File: src/cgc_pkg.sv
package cgc_pkg;
  // ----------------------------------------
  // register map
  // ----------------------------------------
  localparam logic [11:0] CGC_ADDR_GATE_CTL = 12'h000;
  localparam logic [11:0] CGC_ADDR_CTRL = 12'h004;
  localparam logic [11:0] CGC_ADDR_IRQ_STAT = 12'h008;
  localparam logic [11:0] CGC_ADDR_IRQ_MASK = 12'h00C;
  // ----------------------------------------
  // gate control fields
  // ----------------------------------------
  localparam int CGC_BIT_GE = 7;
  localparam int CGC_BIT_POL = 6;
  localparam int CGC_BIT_TM = 5;
  localparam int CGC_BIT_SPM = 4;
  localparam int CGC_BIT_GO = 3;
  localparam int CGC_BIT_VAL = 2;
  localparam int CGC_BIT_SS_LO = 0;
  localparam int CGC_BIT_RUN = 0;
  localparam logic [7:0] CGC_GATE_CTL_RST = 8'h00;
  localparam logic [7:0] CGC_GATE_CTL_WMASK = 8'hFB;
  localparam logic [1:0] CGC_IRQ_RST = 2'h0;
  // interrupt status bits
  localparam int CGC_IRQ_DONE = 0;
  localparam int CGC_IRQ_EDGE = 1;
  // ----------------------------------------
  // gate sources
  // ----------------------------------------
  typedef enum logic [1:0] {
    CGC_SRC_PIN = 2'h0,
    CGC_SRC_TMR = 2'h1,
    CGC_SRC_CMP1 = 2'h2,
    CGC_SRC_CMP2 = 2'h3
  } cgc_src_t;
  typedef enum logic [2:0] {
    CGC_SP_IDLE = 3'b001,
    CGC_SP_WAIT = 3'b010,
    CGC_SP_OPEN = 3'b100
  } cgc_sp_t;
endpackage : cgc_pkg

File: src/cgc_gate.sv
// Decided for this implementation: the register offsets and the APB interface to the registers.
`timescale 1ns/10ps
module cgc_gate
  import cgc_pkg::*;
(
  input wire logic clock,
  input wire logic rst_n,
  input wire logic psel,
  input wire logic penable,
  input wire logic pwrite,
  input wire logic [11:0] paddr,
  input wire logic [31:0] pwdata,
  input wire logic [3:0] pstrb,
  output logic [31:0] prdata,
  output logic pready,
  output logic pslverr,
  input wire logic gate_input_pin,
  input wire logic other_timer_overflow,
  input wire logic comparator_one_out_synced,
  input wire logic comparator_two_out_synced,
  output logic count_enable,
  output logic irq
);
  // ----------------------------------------
  // state
  // ----------------------------------------
  logic [7:0] ctl_q, ctl_d;
  logic run_q, run_d;
  logic [1:0] ist_q, ist_d;
  logic [1:0] imask_q, imask_d;
  logic [31:0] prdata_q, prdata_d;
  logic pready_q, pready_d;
  logic pslverr_q, pslverr_d;
  logic src_prev_q, src_prev_d;
  logic tog_q, tog_d;
  logic val_q, val_d;
  logic cen_q, cen_d;
  logic irq_q, irq_d;
  cgc_sp_t sp_q, sp_d;
  logic src_raw;
  logic src_rise;
  logic gate_pre;
  logic gate_pol;
  logic gate_act;
  logic act_edge;
  logic sp_done;
  logic wr_ok;
  logic rd_ok;
  logic hit_ctl;
  logic hit_run;
  logic hit_ist;
  logic hit_msk;
  logic hit_any;
  logic acc_new;

  function automatic logic cgc_hit(input logic [11:0] a, input logic [11:0] r);
    cgc_hit = (a == r);
  endfunction : cgc_hit

  // ----------------------------------------
  // gate path
  // ----------------------------------------
  always_comb
  begin
    case (cgc_src_t'(ctl_q[CGC_BIT_SS_LO +: 2]))
      CGC_SRC_CMP2: src_raw = comparator_two_out_synced;
      CGC_SRC_CMP1: src_raw = comparator_one_out_synced;
      CGC_SRC_TMR: src_raw = other_timer_overflow;
      CGC_SRC_PIN: src_raw = gate_input_pin;
      default: src_raw = gate_input_pin;
    endcase
    src_rise = src_raw & ~src_prev_q;
    src_prev_d = src_raw;
    // toggle flip-flop held clear unless toggle mode is on
    tog_d = ctl_q[CGC_BIT_TM] ? (tog_q ^ src_rise) : 1'b0;
    gate_pre = ctl_q[CGC_BIT_TM] ? tog_q : src_raw;
    gate_pol = ctl_q[CGC_BIT_POL] ? gate_pre : ~gate_pre;
    // val_q holds the polarised gate one cycle late, so this is its active edge
    act_edge = gate_pol & ~val_q & (sp_q == CGC_SP_WAIT);
    gate_act = ctl_q[CGC_BIT_SPM] ? (sp_q == CGC_SP_OPEN) : gate_pol;
    // status follows gate even while gating is disabled
    val_d = gate_pol;
    cen_d = run_q & (~ctl_q[CGC_BIT_GE] | gate_act);
  end

  // ----------------------------------------
  // gate registers
  // ----------------------------------------
  always_ff @(posedge clock)
  begin
    if (!rst_n)
    begin
      src_prev_q <= 1'b0;
      tog_q <= 1'b0;
      val_q <= 1'b0;
      cen_q <= 1'b0;
    end
    else
    begin
      src_prev_q <= src_prev_d;
      tog_q <= tog_d;
      val_q <= val_d;
      cen_q <= cen_d;
    end
  end

  // ----------------------------------------
  // single-pulse acquisition
  // ----------------------------------------
  always_comb
  begin
    sp_d = sp_q;
    sp_done = 1'b0;
    case (sp_q)
      CGC_SP_IDLE:
      begin
        if (ctl_q[CGC_BIT_SPM] & ctl_q[CGC_BIT_GO])
        begin
          sp_d = CGC_SP_WAIT;
        end
      end
      CGC_SP_WAIT:
      begin
        if (~ctl_q[CGC_BIT_SPM])
        begin
          sp_d = CGC_SP_IDLE;
        end
        else if (act_edge)
        begin
          sp_d = CGC_SP_OPEN;
        end
      end
      CGC_SP_OPEN:
      begin
        // closes when the gate leaves its active level
        if (~ctl_q[CGC_BIT_SPM] | ~gate_pol)
        begin
          sp_d = CGC_SP_IDLE;
          sp_done = ctl_q[CGC_BIT_SPM];
        end
      end
      default: sp_d = CGC_SP_IDLE;
    endcase
  end

  // ----------------------------------------
  // pulse state register
  // ----------------------------------------
  always_ff @(posedge clock)
  begin
    if (!rst_n)
    begin
      sp_q <= CGC_SP_IDLE;
    end
    else
    begin
      sp_q <= sp_d;
    end
  end

  // ----------------------------------------
  // apb slave
  // ----------------------------------------
  always_comb
  begin
    hit_ctl = cgc_hit(paddr, CGC_ADDR_GATE_CTL);
    hit_run = cgc_hit(paddr, CGC_ADDR_CTRL);
    hit_ist = cgc_hit(paddr, CGC_ADDR_IRQ_STAT);
    hit_msk = cgc_hit(paddr, CGC_ADDR_IRQ_MASK);
    hit_any = hit_ctl | hit_run | hit_ist | hit_msk;
    // first access cycle only; pready_q blocks a second write
    acc_new = psel & penable & ~pready_q;
    wr_ok = acc_new & pwrite;
    rd_ok = psel & ~penable & ~pwrite;
  end

  always_comb
  begin
    pready_d = acc_new;
    pslverr_d = acc_new & ~hit_any;
    prdata_d = prdata_q;
    // read data taken at setup, so it is two cycles old at pready
    if (rd_ok)
    begin
      prdata_d = 32'h0000_0000;
      if (hit_ctl)
      begin
        prdata_d[7:0] = ctl_q;
        prdata_d[CGC_BIT_GO] = (sp_q != CGC_SP_IDLE) | ctl_q[CGC_BIT_GO];
        prdata_d[CGC_BIT_VAL] = val_q;
      end
      if (hit_run)
      begin
        prdata_d[CGC_BIT_RUN] = run_q;
      end
      if (hit_ist)
      begin
        prdata_d[1:0] = ist_q;
      end
      if (hit_msk)
      begin
        prdata_d[1:0] = imask_q;
      end
    end
  end

  // ----------------------------------------
  // bus response registers
  // ----------------------------------------
  always_ff @(posedge clock)
  begin
    if (!rst_n)
    begin
      prdata_q <= 32'h0000_0000;
      pready_q <= 1'b0;
      pslverr_q <= 1'b0;
    end
    else
    begin
      prdata_q <= prdata_d;
      pready_q <= pready_d;
      pslverr_q <= pslverr_d;
    end
  end

  // ----------------------------------------
  // register file
  // ----------------------------------------
  always_comb
  begin
    ctl_d = ctl_q;
    run_d = run_q;
    imask_d = imask_q;
    ist_d = ist_q;
    if (wr_ok & pstrb[0])
    begin
      if (cgc_hit(paddr, CGC_ADDR_GATE_CTL))
      begin
        ctl_d = (pwdata[7:0] & CGC_GATE_CTL_WMASK) | (ctl_q & ~CGC_GATE_CTL_WMASK);
      end
      if (cgc_hit(paddr, CGC_ADDR_CTRL))
      begin
        run_d = pwdata[CGC_BIT_RUN];
      end
      if (cgc_hit(paddr, CGC_ADDR_IRQ_MASK))
      begin
        imask_d = pwdata[1:0];
      end
      if (cgc_hit(paddr, CGC_ADDR_IRQ_STAT))
      begin
        ist_d = ist_q & ~pwdata[1:0];
      end
    end
    // mode taken from the new value, so arming and enabling in one write works
    if (sp_done | ~ctl_d[CGC_BIT_SPM])
    begin
      ctl_d[CGC_BIT_GO] = 1'b0;
    end
    // set wins over a same-cycle clear
    if (sp_done)
    begin
      ist_d[CGC_IRQ_DONE] = 1'b1;
    end
    if (act_edge)
    begin
      ist_d[CGC_IRQ_EDGE] = 1'b1;
    end
    irq_d = |(ist_d & imask_d);
  end

  // ----------------------------------------
  // registers
  // ----------------------------------------
  always_ff @(posedge clock)
  begin
    if (!rst_n)
    begin
      ctl_q <= CGC_GATE_CTL_RST;
      run_q <= 1'b0;
      ist_q <= CGC_IRQ_RST;
      imask_q <= CGC_IRQ_RST;
      irq_q <= 1'b0;
    end
    else
    begin
      ctl_q <= ctl_d;
      run_q <= run_d;
      ist_q <= ist_d;
      imask_q <= imask_d;
      irq_q <= irq_d;
    end
  end

  assign prdata = prdata_q;
  assign pready = pready_q;
  assign pslverr = pslverr_q;
  assign count_enable = cen_q;
  assign irq = irq_q;

  // ----------------------------------------
  // elaboration checks
  // ----------------------------------------
  // writes honour byte lane 0 only, so every control field must sit in it
  if (CGC_BIT_GE > 7 || CGC_BIT_RUN > 7)
  begin : g_bad_lane
    $error("control field outside byte lane 0");
  end
  if (CGC_BIT_SS_LO + 2 > CGC_BIT_VAL)
  begin : g_bad_sel
    $error("source select overlaps gate level status");
  end
  if (CGC_BIT_VAL == CGC_BIT_GO)
  begin : g_bad_stat
    $error("armed bit and gate level status share a position");
  end
  if (CGC_GATE_CTL_WMASK[CGC_BIT_VAL] != 1'b0)
  begin : g_bad_wmask
    $error("gate level status marked writable");
  end
  if (CGC_GATE_CTL_RST[CGC_BIT_GO] != 1'b0)
  begin : g_bad_rst
    $error("armed bit set out of reset");
  end
  if (CGC_IRQ_DONE > 1 || CGC_IRQ_EDGE > 1 || CGC_IRQ_DONE == CGC_IRQ_EDGE)
  begin : g_bad_irq
    $error("interrupt status bit outside the two-bit register");
  end
  if (CGC_ADDR_CTRL[1:0] != 2'h0 || CGC_ADDR_IRQ_STAT[1:0] != 2'h0 || CGC_ADDR_IRQ_MASK[1:0] != 2'h0)
  begin : g_bad_addr
    $error("register offset not word aligned");
  end
  if ($countones(CGC_SP_IDLE | CGC_SP_WAIT | CGC_SP_OPEN) != 3)
  begin : g_bad_sp
    $error("pulse states are not one-hot and distinct");
  end
endmodule : cgc_gate

File: config.mk
export PLATFORM = sky130hd
export DESIGN_NAME = cgc_gate
export DESIGN_NICKNAME = d
export VERILOG_FILES = /design/src/cgc_pkg.sv /design/src/cgc_gate.sv
export SDC_FILE = /design/constraint.sdc
export NUM_CORES = 1
export LEC_CHECK = 0
export BUFFER_PORTS_ARGS = -buffer_cell sky130_fd_sc_hd__buf_2
export CORE_MARGIN = 3
export CORE_UTILIZATION = 43
export DETAILED_ROUTE_END_ITERATION = 16
export MAX_ROUTING_LAYER = met4
export PLACE_DENSITY = 0.79
export REMOVE_ABC_BUFFERS = 1
export SLEW_MARGIN = 5
export SYNTH_ARGS = -nofsm -noshare
export SYNTH_HDL_FRONTEND = slang
export SYNTH_SLANG_ARGS = --single-unit
File: constraint.sdc
create_clock -name clock -period 1.9 [get_ports clock]
set_input_delay 0.475 -clock clock [delete_from_list [all_inputs] [get_ports clock]]
set_output_delay 0.475 -clock clock [all_outputs]
set_load 0.02 [all_outputs]
==> out/qor.txt <==
status: completed
HP Class: in -> reg
sw frac: 27.7%
compound-gate portion of the synthesized area: 12.3%
Cell Int Power: 0.857 mW
ys flop type: dfxtp_1
Final ANT Viol Nets: 0
fmax: 553 MHz
Post-route DRC: 0
cell taking the most area after synthesis: dfxtp_1
mapped cell area: 0.00156 sq mm
final critical-path setup slack: 0.0904 ns
YS warnings: 0
Slowest cell on crit path: mux4_2
Die W: 66.3 microns
met2 Usage GRT: 23.9%
kind of critical path: reg -> reg
CTS HTree Levels: 2
Sw Pwr: 0.329 mW
met3 Use GR: 5.78%
Layout area overhead: 16.3%
Longest Clk Path Bufs: 2
worst skew pair latency: 0.33 ns
count leader, synth: dfxtp_1
nets@finish: 269
Comb pwr share: 11.8%
largest family of logic cells by synthesized area: simple AND/OR/NAND/NOR gates
Max Cap Viol: 0
largest net degree at the start of global routing: 12
Gate Count Post-Synth: 163
vias in the first global route: 1168
GRT met1 Usage: 19.5%
number of synthesized flops with an enable pin: 0
Mean Syn Cell Area: 9.58 sq um
min-delay src: pwdata[5]
sequential fraction of the synthesis area: 38.5%
mux cell area share after synthesis: 12.7%
Final min period: 1.81 ns
Async SR Flop Fraction: 0%
final setup fails: 0
simple-gate share of the synthesized area: 19.2%
fin util: 53.2%
# Post-CTS Setup Buffers: 0
Reg power frac: 54.0%
RSZ-0062 raised after global routing: no
DR WL/cell: 12.6 microns
final wirelength: 3.25 mm
initial drt markers: 69
start of the worst register-to-register path: ctl_q[0]$_SDFFE_PN0P_
crit-path cells: mux4_2, mux2i_4, xor2_2, a32oi_2, o32ai_2
root buf cell: clkbuf_4
routed via count: 1292
Netlist cell types: 42
pwr/cell area: 653 mW/mm^2
main area contributors after synthesis: dfxtp_1, buf_4, mux2i_1
Place WS: -0.0988 ns
initial core utilization: 45.7%
CTS resizes: 0
post-synth top area share: 38.5%
clock group share of total power: 34.2%
Reg clk slew, reported paths: 0.10 ns
ratio of final minimum period to clock period: 95.2%
row count: 21
Seq cells post-synth: 30
via density per instance: 4.99
crit path max fanout: 2
die footprint: 0.00439 sq mm
crit path launch type: register
Port Buffers: 40
Core ar.: 0.00342 sq mm
Crit path largest cell delay: 0.54 ns
Hold-fix buffers, CTS: 0
CTS Buf Count: 5
Crit. End Element: register
CP Data Required Time: 2.14 ns
Post-synth top cells: dfxtp_1, buf_4, nor2_1
ratio of cells with drive above 1 in the final layout: 31.9%
Overflow after GRT: 0
first-pass GRT wire length: 5.12 mm
CTS sink cnt: 30
Critical Path AT: 2.05 ns
die height: 66.3 microns
hpwl dp: 2.59 mm
Max VDD drop: 0.000516 V
antenna cells: 0
CTS tree: yes
post-synthesis xor/xnor area fraction: 2.64%
Max Transition Viols Final: 0
Worst Setup SP: ctl_q[0]$_SDFFE_PN0P_
total track usage: 15.9%
# IOs: 93
router iterations before antenna repair: 4
Final Hold Fails: 0
RePlAce Congestion: 0.830
antenna violations before repair: 0
Static Leakage: 0.873 nW
clock skew: 0.0117 ns
WHS: 0.372 ns
Adder-Cell Fraction of Synth Area: 0%
GRT Max-Usage Layer: met2
[kinds of logic after synthesis]
family	Yosys count
other	1
multiplexers	17
AO/OA/AOI/OAI	24
flip-flops	30
AND/OR/NAND/NOR	56
buffers and inverters	32
XOR/XNOR	3
[power by group through the flow]
| stage | registers, mW | clock network [mW] | logic [mW] |
|---|---|---|---|
| 2_1_floorplan | 0.656 | 0 | 0.0828 |
| 3_3_place_gp | 0.654 | 0 | 0.135 |
| 3_5_place_dp | 0.654 | 0 | 0.138 |
| 4_1_cts | 0.640 | 0.412 | 0.138 |
| 5_1_grt | 0.641 | 0.454 | 0.152 |
| 6_report | 0.640 | 0.406 | 0.140 |
[final timing paths]
path	to	slack (ns)	cells past startpoint
max	irq$_SDFF_PN0_	0.09	5
min	ctl_q[5]$_SDFFE_PN0P_	0.37	3
max reg2reg	irq$_SDFF_PN0_	0.09	5
min reg2reg	prdata[3]$_SDFFE_PN0P_	0.46	2
[layout by cell type (no fill, tap or decap), drive strengths merged, types with 2 or more instances in the layout]
cell type / n
nor4: 2
and4: 2
buf: 47
and2: 3
inv: 4
nand2: 8
nand3: 4
mux2i: 14
nand4b: 3
and3: 5
clkbuf: 6
o211ai: 2
a32oi: 2
nor2: 24
o2111ai: 2
xor2: 2
o21ai: 2
a22oi: 6
dfxtp: 30
a21oi: 4
conb: 24
a31oi: 2
mux2: 2
[routing by layer]
| layer | vias up | wire, microns |
|---|---|---|
| li1 | 633 | - |
| met3 | 5 | 338 |
| met1 | 587 | 1400 |
| met4 | 0 | 38 |
| met5 | - | 0 |
| met2 | 67 | 1470 |
[stage by stage]
step / cell area (sq um) / instances / power [mW] / TNS (ns)
2_1_floorplan: 1440 / 158 / 0.738 / -0.109
3_3_place_gp: 1750 / 251 / 0.789 / -0.151
3_5_place_dp: 1750 / 251 / 0.792 / -0.235
4_1_cts: 1810 / 259 / 1.19 / 0
5_1_grt: 1820 / 259 / 1.25 / 0
6_report: 1820 / 259 / 1.19 / 0
[worst max-delay path, delay by kind of cell (launching register included)]
kind	cells	cell delay, ns
AOI/OAI and AO/OA	2	0.40
xor gates and xnor gates	1	0.20
DFF	1	0.36
muxes	2	0.76
[registers in the layout (all words and copies together), names as in the netlist]
| register | cells |
|---|---|
| src_prev_q | 1 |
| sp_q | 3 |
| ist_q | 2 |
| prdata | 8 |
| pslverr | 1 |
| val_q | 1 |
| ctl_q | 7 |
| irq | 1 |
| imask_q | 2 |
| tog_q | 1 |
| count_enable | 1 |
| run_q | 1 |
| pready | 1 |
[final cells by class]
class                           count  area [sq um]
Clock buffer                        6          51.3
Inverter                            4          15.0
Clock inverter                      2          12.5
Tap cell                           46          57.6
Timing Repair Buffer               47           253
Multi-Input combinational cell    124           827
Sequential cell                    30           601
Fill cell                         326          1600
Note: power is estimated with default switching activity, not from simulation.
